--- config.mk ---
export PLATFORM = sky130hd
export DESIGN_NAME = mcm_top
export DESIGN_NICKNAME = d
export VERILOG_FILES = /design/src/verilog/mcm_pkg.sv /design/src/verilog/mcm_xdec_if.sv /design/src/verilog/mcm_xdec.sv /design/src/verilog/mcm_top.sv
export SDC_FILE = /design/constraint.sdc
export NUM_CORES = 1
export LEC_CHECK = 0
export BUFFER_PORTS_ARGS = -buffer_cell sky130_fd_sc_hd__buf_4
export CORE_ASPECT_RATIO = 0.6
export CORE_UTILIZATION = 46
export CTS_CLUSTER_DIAMETER = 60
export DETAILED_ROUTE_END_ITERATION = 12
export GPL_TIMING_DRIVEN = 0
export PLACE_DENSITY = 0.79
export SLEW_MARGIN = 15
export SYNTH_ARGS = -nofsm -noshare
export SYNTH_HDL_FRONTEND = slang
export SYNTH_SLANG_ARGS = --single-unit
--- constraint.sdc ---
create_clock -name clk_sys -period 2.25 [get_ports clk_sys]
set_input_delay 0.225 -clock clk_sys [delete_from_list [all_inputs] [get_ports clk_sys]]
set_output_delay 0.225 -clock clk_sys [all_outputs]
set_load 0.01 [all_outputs]
--- src/verilog/mcm_pkg.sv ---
// package of constants for the processor clock and memory map block
package mcm_pkg;
  // clock divider
  localparam int          MCM_DIV_W          = 3;        // processor clock divider code width
  localparam logic [2:0]  MCM_DIV_MAX_CODE   = 3'h6;     // codes at or above this give the lowest rate
  localparam int          MCM_PRE_W          = 2;        // master predivide counter width
  // master divide ratios from the 250 MHz system clock toward each base rate
  localparam int          MCM_CLK_SYS_KHZ    = 250000;
  localparam int          MCM_BASE_HI_HZ     = 9830400;  // selection [1,0], code 000
  localparam int          MCM_BASE_MID_HZ    = 6553600;  // selection [0,1], code 000
  localparam int          MCM_BASE_LO_HZ     = 4915200;  // selection [0,0], code 000
  // phase increment of a 32-bit accumulator: f / f_sys * 2^32
  localparam logic [31:0] MCM_INC_HI  = 32'((64'(MCM_BASE_HI_HZ)  << 32) / (64'(MCM_CLK_SYS_KHZ) * 64'd1000));
  localparam logic [31:0] MCM_INC_MID = 32'((64'(MCM_BASE_MID_HZ) << 32) / (64'(MCM_CLK_SYS_KHZ) * 64'd1000));
  localparam logic [31:0] MCM_INC_LO  = 32'((64'(MCM_BASE_LO_HZ)  << 32) / (64'(MCM_CLK_SYS_KHZ) * 64'd1000));
  // program space
  localparam logic [15:0] MCM_RESET_PC       = 16'h0000;
  localparam logic [15:0] MCM_VEC_FIRST      = 16'h0003;
  localparam logic [15:0] MCM_VEC_STEP       = 16'h0008;
  localparam int          MCM_VEC_NUM        = 16;       // vector slots decoded
  localparam int          MCM_BANK_W         = 3;
  localparam logic [7:0]  MCM_SFR_BANK_ADDR  = 8'hb6;    // program_bank_select
  localparam logic [7:0]  MCM_SFR_PAGE_ADDR  = 8'hbf;    // page_address_high
  localparam logic [7:0]  MCM_BANK_RESET     = 8'h00;
  localparam logic [7:0]  MCM_PAGE_RESET     = 8'h00;
  localparam int          MCM_FLASH_AW       = 18;       // 256 KB flash byte address
  localparam int          MCM_CE_PROG_MAX    = 8192;     // compute engine program bytes at most
  // external data space
  localparam logic [15:0] MCM_SHARED_DATA_RAM_BASE      = 16'h0000;
  localparam logic [15:0] MCM_SHARED_DATA_RAM_LAST      = 16'h0fff;
  localparam logic [15:0] MCM_CE_AREA_LAST   = 16'h03ff; // first 1 KB left to the compute engine
  localparam logic [15:0] MCM_ADC_AREA_LAST  = 16'h003f; // converter result bytes
  localparam logic [15:0] MCM_CFG_BASE       = 16'h2000;
  localparam logic [15:0] MCM_CFG_LAST       = 16'h20ff;
  localparam logic [15:0] MCM_BAT_BASE       = 16'h20c0;
  localparam logic [15:0] MCM_BAT_LAST       = 16'h20c7;
  localparam int          MCM_CFG_AW         = 8;
endpackage : mcm_pkg

--- src/verilog/mcm_xdec_if.sv ---
// interface carrying decoded external data selects between decoder and top
`timescale 1ns/1ps
`default_nettype none
interface mcm_xdec_if;
  logic [15:0] addr;     // full external data address
  logic        sel_shared_data_ram; // shared data ram selected
  logic        sel_cfg;  // configuration ram, volatile part
  logic        sel_bat;  // configuration ram, battery part
  modport dec (input addr, output sel_shared_data_ram, sel_cfg, sel_bat);
  modport top (output addr, input sel_shared_data_ram, sel_cfg, sel_bat);
endinterface : mcm_xdec_if
`default_nettype wire

--- src/verilog/mcm_xdec.sv ---
// external data address decoder
`timescale 1ns/1ps
`default_nettype none
module mcm_xdec
  import mcm_pkg::*;
(
  mcm_xdec_if.dec x
);
  // range compares, all continuous
  wire in_shared_data_ram = (x.addr >= MCM_SHARED_DATA_RAM_BASE) && (x.addr <= MCM_SHARED_DATA_RAM_LAST);
  wire in_cfg  = (x.addr >= MCM_CFG_BASE) && (x.addr <= MCM_CFG_LAST);
  wire in_bat  = (x.addr >= MCM_BAT_BASE) && (x.addr <= MCM_BAT_LAST);
  // everything else selects nothing
  assign x.sel_shared_data_ram = in_shared_data_ram;
  assign x.sel_cfg  = in_cfg && !in_bat;
  assign x.sel_bat  = in_bat;
endmodule : mcm_xdec
`default_nettype wire

--- src/verilog/mcm_top.sv ---
// processor clock enable divider and memory map decoding
//
// Contract
// - processor clock from divider code and select
// - code fetches to flash, data to data spaces
// - 64 KB program space for fetch and constants
// - upper program half banked by bank register
// - execution starts at address zero after reset
// - vectors from 0x0003 every eight bytes
// - 4 KB shared ram at data address zero
// - converter writes first 0x40 bytes unless slots zero
// - 8-bit pointer moves take page register high byte
// - volatile configuration ram at 2000-20ff minus battery
// - eight battery-backed bytes at 20c0-20c7
// - flash holds processor and engine programs
// - unmapped addresses reach no storage
`timescale 1ns/1ps
`default_nettype none
module mcm_top
  import mcm_pkg::*;
#(
  parameter int FLASH_AW = MCM_FLASH_AW   // flash byte address width
)(
  // clock and reset
  input  wire logic                 clk_sys,
  input  wire logic                 rstn,
  // clock configuration
  input  wire logic [MCM_DIV_W-1:0] cpu_clock_divider,
  input  wire logic                 master_clock_high_select,
  input  wire logic                 master_clock_mid_select,
  output logic                      cpu_clock,           // one-cycle enable at processor rate
  // processor program side
  input  wire logic                 prog_req,            // fetch or code_constant_read
  input  wire logic [15:0]          prog_addr,
  output logic                      prog_rd,
  output logic [FLASH_AW-1:0]       flash_addr,
  output logic                      cpu_start_r,         // pulse: restart at reset address
  output logic [15:0]               cpu_start_pc,
  // vector lookup
  input  wire logic [3:0]           vec_num,
  output logic [15:0]               vec_addr,
  // special register port
  input  wire logic                 sfr_wr,
  input  wire logic [7:0]           sfr_addr,
  input  wire logic [7:0]           sfr_wdata,
  output logic [7:0]                sfr_rdata,
  // external data side
  input  wire logic                 xd_req,
  input  wire logic                 xd_we,
  input  wire logic                 xd_short_ptr,        // 8-bit register pointer move
  input  wire logic [7:0]           xd_lo,
  input  wire logic [15:0]          wide_data_pointer,
  output logic                      shared_data_ram_cs,
  output logic                      cfg_cs,
  output logic                      bat_cs,
  output logic                      mem_we,
  output logic [15:0]               mem_addr,
  // converter writes
  input  wire logic [3:0]           mux_slots,
  input  wire logic                 adc_wr_req,
  input  wire logic [5:0]           adc_wr_addr,
  output logic                      adc_wr,
  output logic [5:0]                adc_wr_idx,
  output logic                      cpu_ce_area_hit      // processor touched engine area
);
  // ------------------------------------------------------------------
  // master rate: phase accumulator gives an enable at the base rate
  // one halving counter bit per divider step; the top code divides by 2^6
  localparam int DIV_CNT_W = int'(MCM_DIV_MAX_CODE);
  logic [31:0]          acc_r;
  logic [31:0]          acc_nxt;
  logic                 acc_cy;
  logic [DIV_CNT_W-1:0] div_cnt_r;       // binary counter of base pulses
  logic [MCM_DIV_W-1:0] div_eff;
  logic [31:0]          inc_sel;
  logic                 cpu_en_nxt;
  logic [DIV_CNT_W-1:0] div_mask;

  // selection [1,0], [0,1], [0,0]; [1,1] not allowed, treated as high
  assign inc_sel = master_clock_high_select ? MCM_INC_HI
                 : master_clock_mid_select  ? MCM_INC_MID : MCM_INC_LO;
  assign {acc_cy, acc_nxt} = {1'b0, acc_r} + {1'b0, inc_sel};
  // codes 110 and 111 share the lowest rate
  assign div_eff  = (cpu_clock_divider >= MCM_DIV_MAX_CODE) ? MCM_DIV_MAX_CODE
                  : cpu_clock_divider;
  // each code step halves: pulse when low div_eff bits of counter wrap
  // a counter narrower than the top code would fold the slow codes together
  assign div_mask = DIV_CNT_W'((1 << div_eff) - 1);
  assign cpu_en_nxt = acc_cy && ((div_cnt_r & div_mask) == div_mask);

  // accumulator and halving counter
  always_ff @(posedge clk_sys or negedge rstn) begin
    if (!rstn) begin
      acc_r     <= '0;
      div_cnt_r <= '0;
      cpu_clock <= 1'b0;
    end else begin
      acc_r     <= acc_nxt;
      cpu_clock <= cpu_en_nxt;
      if (acc_cy) begin
        div_cnt_r <= div_cnt_r + 1'b1;
      end
    end
  end

  // ------------------------------------------------------------------
  // special registers: bank select and page high byte
  logic [7:0] bank_r;
  logic [7:0] page_r;
  wire        bank_hit = sfr_addr == MCM_SFR_BANK_ADDR;
  wire        page_hit = sfr_addr == MCM_SFR_PAGE_ADDR;
  // only the low bank bits exist, upper bits read zero
  wire [7:0]  bank_rd  = {{(8-MCM_BANK_W){1'b0}}, bank_r[MCM_BANK_W-1:0]};

  always_ff @(posedge clk_sys or negedge rstn) begin
    if (!rstn) begin
      bank_r    <= MCM_BANK_RESET;
      page_r    <= MCM_PAGE_RESET;
      sfr_rdata <= 8'h00;
    end else begin
      if (sfr_wr && bank_hit) begin
        bank_r <= sfr_wdata;
      end
      if (sfr_wr && page_hit) begin
        page_r <= sfr_wdata;
      end
      // unimplemented addresses read zero
      sfr_rdata <= bank_hit ? bank_rd : page_hit ? page_r : 8'h00;
    end
  end

  // ------------------------------------------------------------------
  // program space mapping; lower half fixed, upper half banked
  logic [FLASH_AW-1:0] flash_nxt;
  wire                 prog_upper = prog_addr[15];                        // above 0x7fff
  // bank n places the upper window at flash (n+1)*32 KB; bank 0 keeps plain 64 KB
  wire [FLASH_AW-1:0]  bank_base  = FLASH_AW'({bank_r[MCM_BANK_W-1:0], 15'h0000});
  assign flash_nxt = prog_upper ? FLASH_AW'(bank_base + FLASH_AW'(prog_addr))
                                : FLASH_AW'(prog_addr);

  // fetches and constant reads both go to flash only
  always_ff @(posedge clk_sys or negedge rstn) begin
    if (!rstn) begin
      prog_rd    <= 1'b0;
      flash_addr <= '0;
    end else begin
      prog_rd    <= prog_req;
      flash_addr <= flash_nxt;
    end
  end

  // restart pulse after reset release with the reset address
  logic started_r;
  always_ff @(posedge clk_sys or negedge rstn) begin
    if (!rstn) begin
      started_r    <= 1'b0;
      cpu_start_r  <= 1'b0;
      cpu_start_pc <= MCM_RESET_PC;
    end else begin
      started_r    <= 1'b1;
      cpu_start_r  <= !started_r;
      cpu_start_pc <= MCM_RESET_PC;
    end
  end

  // vector address: first plus eight per slot
  wire [15:0] vec_nxt = 16'(MCM_VEC_FIRST + 16'(vec_num) * MCM_VEC_STEP);
  always_ff @(posedge clk_sys or negedge rstn) begin
    if (!rstn) begin
      vec_addr <= MCM_VEC_FIRST;
    end else begin
      vec_addr <= vec_nxt;
    end
  end

  // ------------------------------------------------------------------
  // external data address: page register supplies high byte on short moves
  mcm_xdec_if xd ();
  assign xd.addr = xd_short_ptr ? {page_r, xd_lo} : wide_data_pointer;

  mcm_xdec u_xdec (
    .x (xd)
  );

  // chip selects only for mapped ranges; unmapped reach nothing, mem_we follows any write request
  always_ff @(posedge clk_sys or negedge rstn) begin
    if (!rstn) begin
      shared_data_ram_cs  <= 1'b0;
      cfg_cs   <= 1'b0;
      bat_cs   <= 1'b0;
      mem_we   <= 1'b0;
      mem_addr <= '0;
    end else begin
      shared_data_ram_cs  <= xd_req && xd.sel_shared_data_ram;
      cfg_cs   <= xd_req && xd.sel_cfg;
      bat_cs   <= xd_req && xd.sel_bat;
      mem_we   <= xd_req && xd_we;
      mem_addr <= xd.addr;
    end
  end

  // flag processor access into engine area; software should avoid it
  // flag only: the access itself still reaches the shared ram
  wire ce_hit = xd_req && xd.sel_shared_data_ram && (xd.addr <= MCM_CE_AREA_LAST);

  // converter writes continue while slot count is nonzero
  wire adc_go = adc_wr_req && (mux_slots != 4'h0);
  always_ff @(posedge clk_sys or negedge rstn) begin
    if (!rstn) begin
      adc_wr          <= 1'b0;
      adc_wr_idx      <= '0;
      cpu_ce_area_hit <= 1'b0;
    end else begin
      adc_wr          <= adc_go;
      adc_wr_idx      <= adc_wr_addr;
      cpu_ce_area_hit <= ce_hit;
    end
  end
endmodule : mcm_top
`default_nettype wire

==> flow_summary.yaml, run 1 <==
critical_path:
  slowest_delay_ns: 0.39
  critPathSlowestCell: "dfrtp_1"
  path_class: "flip-flop to flip-flop"
  cp_cell_sequence: "ha_4 -> inv_2 -> fa_2 -> nor2b_4 -> buf_6 -> o31a_1 -> o2111ai_2 -> o21ai_2 -> a41oi_2 -> o21ai_1 -> xor2_1"
  cp-start-kind: "flip-flop"
  critical_path_peak_fanout: 3
  cpLargestDelayFamily: "compound AO/OA/AOI/OAI gates"
  critical_path_buf_inv_count: 2
  critPathRequiredTime_ns: 2.52
  arrival_ns: 2.69
  end_kind: "flip-flop"
  ff2ff_setup_slack_ns: -0.17
floorplanning:
  rows: 29
  fp.dieW_um: 138
  die_area_mm2: 0.0116
  coreArea_mm2: 0.0107
  boundaryPins: 172
  chipHeight_um: 83.8
  initial_core_util: 0.479
clock_tree:
  cts_tree: "done"
  clkSinkCount: 111
  path_clk_slew_ns: 0.07
  clk_latency_ns: 0.35
  cts_buffers: 9
  clockRootBuffer: "clkbuf_16"
  cts_max_level: 3
  cts_buffer_depth: 2
cells_and_area:
  multiInputGateArea_mm2: 0.00242
  fill_cells: 688
  syn2layout_area_growth_pct: 45.9
  final_cell_area_mm2: 0.00748
  drive_gt1_frac: 0.449
  diodes: 0
  fin_nets: 764
  seqCellArea_mm2: 0.00278
worst_hold_path:
  worstHoldPathType: "input pin to asynchronous set/reset pin"
synthesis:
  syn_area_per_cell_um2: 11.8
  ys_top_cells_by_area: "dfrtp_1 (54%), mux2_2 (5.7%), ha_1 (5.6%), buf_4 (4.1%), xnor2_1 (3.1%)"
  syn_inst: 435
  syn_area_mm2: 0.00512
  ys_seq_area_frac: 0.542
  synth_ff_type: "dfrtp_1"
  synth-seq-cells: 111
  synthDominantCellAreaShare: 0.542
  synth-async-reset-ratio: 1.00
  synth_edf_count: 0
  yosysTopAreaCell: "dfrtp_1"
  synth_cell_types: 56
  yosysWarnings: 0
sta:
  slew_headroom: 0.328
  setup_ws_ns: -0.171
  rsz0062_at_grt: "yes"
  worstMarginPinSlew_ns: 1.01
  fin_hold_ws_ns: -0.0352
  max_freq_mhz: 413
  period_needed_ns: 2.42
  tns_ns: -1.57
  setup_viol: 17
  skew_ns: 0.00469
  min_period_over_period: 1.08
  maxSlewViolCount: 0
  finalHoldViolCount: 7
power:
  peakVddDrop_uv: 515
  power.density_mw_per_mm2: 1070
  p_leak_nw: 3.64
  power_w: 0.00799
route:
  drt_drc_violations_left: 2
  routedWlPerCell_um: 18.1
  via_count: 4276
  firstDrtPassIters: 10
  viasPerCell: 5.34
  detail_route.wirelength_um: 14500
  first_iter_violations: 269
  ant_nets: 0
global_routing:
  grt_max_degree: 112
  groute.usage.overall: 0.248
  grt_pass1_wl_um: 22100
  antenna_found_initial: 0
  grt_pass1_vias: 4394
  gr-total-overflow: 0
placed_design:
  place_congestion: 0.907
  placed_cell_area_mm2: 0.00653
  dp_hpwl_um: 9200
  portBuffers: 142
outcome:
  status: "complete, but fails checks"
  violations: "design-rule violations, negative hold slack, negative setup slack"
job:
  cap_violations: 0
==> cells in the mapped netlist, types with 4 or more instances <==
| cell type | number |
|---|---|
| inv_1 | 12 |
| mux2_2 | 26 |
| xnor2_1 | 18 |
| dfrtp_1 | 111 |
| nand4_1 | 10 |
| xor2_1 | 15 |
| and2_1 | 11 |
| nand3_1 | 7 |
| nor2b_1 | 5 |
| or2_2 | 4 |
| a211oi_1 | 4 |
| ha_1 | 23 |
| nand2_1 | 21 |
| o21ai_0 | 20 |
| buf_4 | 28 |
| nor2_1 | 22 |
| clkbuf_1 | 9 |
| a21oi_1 | 23 |
| nor3_1 | 5 |
| and3_1 | 5 |
==> sequential cells by signal (all words and copies together), names as in the netlist <==
register	count
page_r	8
mem_addr	16
cpu_start_r	1
adc_wr	1
cfg_cs	1
sfr_rdata	8
adc_wr_idx	6
vec_addr	4
started_r	1
acc_r	32
prog_rd	1
bank_r	3
bat_cs	1
mem_we	1
cpu_ce_area_hit	1
div_cnt_r	6
cpu_clock	1
shared_data_ram_cs	1
flash_addr	18
==> metrics by stage <==
step | setup slack (ns) | utilization | instances
3_5_place_dp | -0.860 | 0.610 | 743
4_1_cts | -0.137 | 0.683 | 800
6_report | -0.171 | 0.698 | 801
2_1_floorplan | -0.297 | - | 462
5_1_grt | -0.289 | 0.698 | 801
3_3_place_gp | -0.686 | 0.610 | 743
==> repair_timing <==
action	4_1_cts	5_1_grt
pin swaps	18	24
hold endpoints to repair	26	0
setup buffers	15	9
gates resized for setup	25	34
hold buffers	26	0
setup endpoints to repair	25	28
==> metal layers <==
layer / GRT usage / vias up / wire (µm)
li1: - / 1924 / -
met1: 0.288 / 2087 / 5430
met2: 0.431 / 222 / 7240
met3: 0.0906 / 43 / 1390
met4: 0.0756 / 0 / 388
met5: 0 / - / 0
==> power by group <==
| part | switching (W) | total, W | internal [W] |
|---|---|---|---|
| Combinational | 0.00206 | 0.00374 | 0.00168 |
| Clock | 0.000775 | 0.00158 | 0.000806 |
| Sequential | 0.000265 | 0.00267 | 0.00240 |
| Total | 0.00310 | 0.00799 | 0.00489 |
==> cells in the final DEF (no fill, tap or decap), drive strengths merged, types with 4 or more instances in the layout <==
cell type,count
a211oi,4
a21oi,23
and2,11
and3,5
buf,196
clkbuf,12
conb,29
dfrtp,111
dlygate4sd3,26
ha,23
inv,14
mux2,28
nand2,21
nand3,7
nand4,10
nor2,22
nor2b,5
nor3,5
o21ai,21
o31ai,5
or2,4
xnor2,18
xor2,15
==> path summary, 6_finish.rpt <==
| check | from | depth (start not counted) | end |
|---|---|---|---|
| hold / removal | rstn | 1 | acc_r[5] |
| max in group asynchronous | rstn | 1 | div_cnt_r[4] |
| setup / recovery | acc_r[0] | 11 | acc_r[28] |
| hold reg to reg | started_r | 1 | cpu_start_r |
| setup reg to reg | acc_r[0] | 11 | acc_r[28] |
| min in group clk_sys | xd_we | 2 | mem_we |
==> cell families after synthesis <==
kind of cell | share of synthesized area
flip-flops | 0.542
multiplexers | 0.0630
adder cells (fa/ha/maj) | 0.0601
XOR/XNOR | 0.0564
other | 0.00147
AND/OR/NAND/NOR | 0.106
buffers and inverters | 0.0603
AO/OA/AOI/OAI | 0.111
==> final cells by class <==
class,instances,share of cell area
multi-input cells,299,0.323
plain buffers,33,0.0318
flip-flops and latches,111,0.372
well taps,139,0.0233
clock buffers,10,0.0320
repair buffers,191,0.203
clock inverters,6,0.00787
inverters,12,0.00720
Note: power is estimated with default switching activity, not from simulation.
==> run 2, diff against run 1 <==
--- a/config.mk
+++ b/config.mk
@@ -6,12 +6,15 @@
 export NUM_CORES = 1
 export LEC_CHECK = 0
 export BUFFER_PORTS_ARGS = -buffer_cell sky130_fd_sc_hd__buf_4
+export CELL_PAD_IN_SITES_DETAIL_PLACEMENT = 0
+export CELL_PAD_IN_SITES_GLOBAL_PLACEMENT = 1
 export CORE_ASPECT_RATIO = 0.6
-export CORE_UTILIZATION = 46
+export CORE_UTILIZATION = 35
 export CTS_CLUSTER_DIAMETER = 60
 export DETAILED_ROUTE_END_ITERATION = 12
 export GPL_TIMING_DRIVEN = 0
-export PLACE_DENSITY = 0.79
+export MAX_ROUTING_LAYER = met4
+export PLACE_DENSITY = 0.78
 export SLEW_MARGIN = 15
 export SYNTH_ARGS = -nofsm -noshare
 export SYNTH_HDL_FRONTEND = slang
==> run 2 against run 1 <==
  * First-iteration DRC count decreased by 29%
  * Global-route usage is 6.1 points lower
  * Sequential cell count unchanged
  * Via count shrank 6.6%
  * Die area up 31%
  * The flow finishes with violations (negative setup slack)
  * Non-clock buffer count decreased by 4
==> flow_summary.yaml, run 2 (same netlist as run 1, synthesis figures left out) <==
outcome:
  status: "complete, but fails checks"
  violations: "negative setup slack"
sta:
  period_needed_ns: 2.35
  tns_ns: -0.458
  fin_hold_ws_ns: 0.0895
  setup_ws_ns: -0.0976
  max_freq_mhz: 426
  skew_ns: 0.00709
  min_period_over_period: 1.04
  maxSlewViolCount: 0
  slew_headroom: 0.649
  finalHoldViolCount: 0
  worstMarginPinSlew_ns: 0.526
  rsz0062_at_grt: "yes"
  setup_viol: 13
global_routing:
  grt_use_met3: 0.0531
  grt_pass1_wl_um: 20800
  use_met2: 0.291
  grt_max_degree: 81
  groute.usage.overall: 0.187
  antenna_found_initial: 0
  top_usage_layer: "met2"
  gr-total-overflow: 0
  grt_pass1_vias: 4164
  gr-usage-met1: 0.244
cells_and_area:
  fin_cells: 850
  final_cell_area_mm2: 0.00744
  fill_cells: 1278
  syn2layout_area_growth_pct: 45.2
  largest_register_ffs: 32
  diodes: 0
  mostFrequentLayoutCells: "buf_4 (181), dfrtp_1 (111), conb_1 (29)"
  top_register: "acc_r"
  reg.largest.list: "acc_r x32, flash_addr x18, mem_addr x16"
  multiInputGateArea_mm2: 0.00235
  seqCellArea_mm2: 0.00278
  drive_gt1_frac: 0.419
  mostFrequentLayoutCell: "buf_4"
  fin_nets: 760
power:
  p_leak_nw: 3.61
  power.density_mw_per_mm2: 1000
  peakVddDrop_uv: 473
critical_path:
  arrival_ns: 2.58
  end_kind: "flip-flop"
  critical_path_peak_fanout: 6
  critPathRequiredTime_ns: 2.48
  path_class: "input pin to flip-flop"
  cp-start-kind: "input pin"
  r2r_cells: 11
placed_design:
  place_inst: 797
  pre_cts_ws_ns: -0.797
  place_congestion: 0.843
  placed_cell_area_mm2: 0.00663
  dp_hpwl_um: 9350
  portBuffers: 142
floorplanning:
  die_area_mm2: 0.0151
  coreArea_mm2: 0.0140
  rows: 33
  fp.dieW_um: 158
  boundaryPins: 172
  initial_core_util: 0.367
  chipHeight_um: 95.7
clock_tree:
  clkSinkCount: 111
  clockRootBuffer: "clkbuf_16"
  cts_buffers: 9
  clk_latency_ns: 0.35
  cts_tree: "done"
  path_clk_slew_ns: 0.07
  cts_buffer_depth: 2
  cts_max_level: 3
route:
  via_count: 3995
  drt_drc_violations_left: 0
  detail_route.wirelength_um: 12700
  first_iter_violations: 191
  routedWlPerCell_um: 15.0
  ant_nets: 0
  firstDrtPassIters: 4
  viasPerCell: 4.70
worst_hold_path:
  worstHoldPathType: "input pin to flip-flop"
  hold_depth: 2
job:
  cap_violations: 0
[run 2: layout make-up]
| cell class | instances | share of cell area |
|---|---|---|
| tap | 192 | 0.0323 |
| buffer | 36 | 0.0336 |
| multi-input combinational | 299 | 0.316 |
| inverter | 12 | 0.00673 |
| sequential | 111 | 0.373 |
| clock inverter | 7 | 0.00858 |
| clock buffer | 9 | 0.0303 |
| timing repair buffer | 184 | 0.199 |
[run 2: path summary, 6_finish.rpt]
kind / from / endpoint / slack [ns]
worst max-delay path: master_clock_high_select / div_cnt_r[1] / -0.1
worst min-delay path: xd_we / mem_we / 0.09
worst max register to register: acc_r[0] / div_cnt_r[1] / -0.09
worst min register to register: started_r / cpu_start_r / 0.39
max in group asynchronous: rstn / mem_addr[2] / 1.24
min in group asynchronous: rstn / flash_addr[13] / 0.32
[run 2: what timing repair did]
item                                    in CTS  in global routing
endpoints found under the hold margin       57                  0
buffers inserted                            13                  3
endpoints found under the setup margin      22                 22
hold buffers                                27                  0
pin swaps                                   10                  5
resized for setup                           29                 11
[run 2: routing by layer]
| layer | wire length, µm | vias to the layer above |
|---|---|---|
| li1 | - | 1913 |
| met1 | 5990 | 1940 |
| met2 | 5800 | 129 |
| met3 | 830 | 13 |
| met4 | 109 | 0 |
| met5 | 0 | - |
[run 2: through the flow]
stage	util	power, W
3_3_place_gp	0.472	0.00529
5_1_grt	0.533	0.00801
4_1_cts	0.531	0.00741
2_1_floorplan	-	0.00466
3_5_place_dp	0.475	0.00541
6_report	0.533	0.00744
[run 2: power breakdown]
part / switching [W] / internal, W
combinational: 0.00174 / 0.00148
sequential: 0.000236 / 0.00240
clock: 0.000794 / 0.000781
[run 2: worst max-delay path: stages]
cell      delay (ns)
buf_4           0.13
or2_4           0.26
inv_6           0.09
ha_4            0.14
inv_2           0.04
fa_2            0.38
nor2b_4         0.16
o31ai_4         0.09
a211oi_2        0.18
buf_4           0.16
o31ai_4         0.08
o31ai_4         0.19
buf_6           0.16
mux2_4          0.29
==> run 3, diff against run 2 <==
==> constraint.sdc (replaced) <==
create_clock -name clk_sys -period 2.25 [get_ports clk_sys]
set_input_delay 0 -clock clk_sys [delete_from_list [all_inputs] [get_ports clk_sys]]
set_output_delay 0 -clock clk_sys [all_outputs]
set_load 0.01 [all_outputs]
==> run 3 against run 2 <==
  * Maximum frequency decreased by 2.6%
  * Global-route usage shrank 0.60 points
  * Critical path type is now flip-flop to flip-flop
  * The run still ends with negative setup slack left
  * Largest cell class unchanged
  * Worst setup slack worse by 0.062 ns
==> flow_summary.yaml, run 3 (same netlist as run 1, synthesis figures left out) <==
placed_design:
  place_congestion: 0.870
  portBuffers: 142
  place_inst: 796
  placed_cell_area_mm2: 0.00658
  dp_hpwl_um: 8910
route:
  drt_drc_violations_left: 0
  ant_nets: 0
  routedWlPerCell_um: 14.4
  firstDrtPassIters: 4
  detail_route.wirelength_um: 13000
  viasPerCell: 4.61
  first_iter_violations: 215
  via_count: 4146
clock_tree:
  cts_tree: "done"
  cts_buffer_depth: 2
  path_clk_slew_ns: 0.07
  clockRootBuffer: "clkbuf_16"
  clk_latency_ns: 0.35
  cts_buffers: 9
  clkSinkCount: 111
  cts_max_level: 3
critical_path:
  ff2ff_setup_slack_ns: -0.16
  timing.rr.start: "acc_r[0]"
  worstReg2RegEnd: "div_cnt_r[1]"
  path_class: "flip-flop to flip-flop"
  critical_path_peak_fanout: 6
  crit_path_frequent_cell: "o31ai_4"
  critPathSlowestCell: "fa_2"
  cp-start-kind: "flip-flop"
  end_kind: "flip-flop"
  critPathRequiredTime_ns: 2.48
  cp_cell_sequence: "ha_4 -> inv_2 -> fa_2 -> nor2b_4 -> o31ai_2 -> a211oi_2 -> buf_4 -> o31ai_4 -> o31ai_4 -> mux2_4"
  slowest_delay_ns: 0.38
  arrival_ns: 2.64
  r2r_cells: 10
sta:
  rsz0062_at_grt: "yes"
  setup_viol: 16
  maxSlewViolCount: 0
  skew_ns: 0.00650
  slew_headroom: 0.318
  period_needed_ns: 2.41
  setup_ws_ns: -0.160
  tns_ns: -1.55
  worstMarginPinSlew_ns: 1.02
  max_freq_mhz: 415
  min_period_over_period: 1.07
  finalHoldViolCount: 0
global_routing:
  antenna_found_initial: 0
  grt_max_degree: 112
  groute.usage.overall: 0.181
  gr-total-overflow: 0
  grt_pass1_vias: 4249
  grt_pass1_wl_um: 20500
floorplanning:
  rows: 33
  coreArea_mm2: 0.0140
  chipHeight_um: 95.7
  fp.dieW_um: 158
  die_area_mm2: 0.0151
  boundaryPins: 172
  initial_core_util: 0.367
power:
  p_sw_frac: 0.356
  pwr-share-seq: 0.347
  peakVddDrop_uv: 408
  clock_power_share: 0.216
  p_int_w: 0.00491
  power.density_mw_per_mm2: 962
  p_leak_nw: 3.84
  power_frac_comb: 0.438
  power_w: 0.00762
  switchingPower_w: 0.00271
worst_hold_path:
  worstHoldPathType: "input pin to flip-flop"
  hold_depth: 3
  worstHoldStart: "sfr_addr[3]"
  hold_end: "sfr_rdata[0]"
cells_and_area:
  mostFrequentLayoutCell: "buf_4"
  fin_cells: 899
  mostFrequentLayoutCells: "buf_4 (187), dfrtp_1 (111), dlygate4sd3_1 (73)"
  reg.largest.list: "acc_r x32, flash_addr x18, mem_addr x16"
  fin_nets: 810
  multiInputGateArea_mm2: 0.00235
  seqCellArea_mm2: 0.00278
  top_register: "acc_r"
  largest_register_ffs: 32
  syn2layout_area_growth_pct: 54.6
  drive_gt1_frac: 0.392
  diodes: 0
  fill_cells: 1181
  final_cell_area_mm2: 0.00792
job:
  cap_violations: 0
outcome:
  violations: "negative setup slack"
  status: "complete, but fails checks"
==> run 3: metal layers <==
layer  part of all wire  up-vias  wire (µm)  track usage
met5                  0        -          0            -
met4             0.0079        0        102       0.0553
met3              0.053       12        683       0.0414
met2               0.48      109       6190        0.273
met1               0.46     2004       5980        0.243
li1                   -     2021          -            -
==> run 3: metrics by stage <==
stage                     setup slack, ns  hold slack, ns   util
after floorplan                   -0.0721          -0.296      -
after CTS                          -0.159          0.0358  0.560
after global placement             -0.571           0.109  0.471
after detailed placement           -0.596           0.110  0.471
final                              -0.160          0.0557  0.568
after global routing               -0.253          0.0638  0.568
==> run 3: worst max-delay path by stage <==
| stage | cells past startpoint | endpoint | slack (ns) | from |
|---|---|---|---|---|
| floorplan | 11 | div_cnt_r[1] | -0.07 | master_clock_high_select |
| global placement | 13 | acc_r[28] | -0.57 | master_clock_high_select |
| detailed placement | 13 | acc_r[28] | -0.60 | master_clock_high_select |
| CTS | 11 | acc_r[30] | -0.16 | acc_r[0] |
| global route | 11 | acc_r[30] | -0.25 | acc_r[0] |
| finish | 10 | div_cnt_r[1] | -0.16 | acc_r[0] |
==> run 3: power groups by stage <==
stage                     combinational (W)  sequential [W]  clock (W)
final                               0.00333         0.00264    0.00164
after global routing                0.00369         0.00269    0.00178
after CTS                           0.00309         0.00263    0.00170
after detailed placement            0.00269         0.00267          0
after global placement              0.00259         0.00265          0
after floorplan                     0.00199         0.00263          0
==> run 3: what timing repair did <==
action,in CTS,in global routing
endpoints found under the hold margin,171,0
setup buffers,15,9
pin swaps,16,16
endpoints found under the setup margin,22,22
gates cloned,0,0
hold buffers,73,0
gates resized for setup,21,19
==> run 3: layout make-up <==
class / count / share of cell area
inverters: 12 / 0.00600
clock buffers: 11 / 0.0319
repair buffers: 235 / 0.247
well taps: 192 / 0.0303
multi-input cells: 299 / 0.296
flip-flops and latches: 111 / 0.351
plain buffers: 35 / 0.0310
clock inverters: 4 / 0.00679
==> run 3: critical path: cells and delay by family (launching register included) <==
family                   cells  cell delay, ns
AND/OR/NAND/NOR              1            0.16
adder cells (fa/ha/maj)      2            0.52
multiplexers                 1            0.33
AO/OA/AOI/OAI                4            0.70
buffers and inverters        2            0.20
flip-flops                   1            0.37
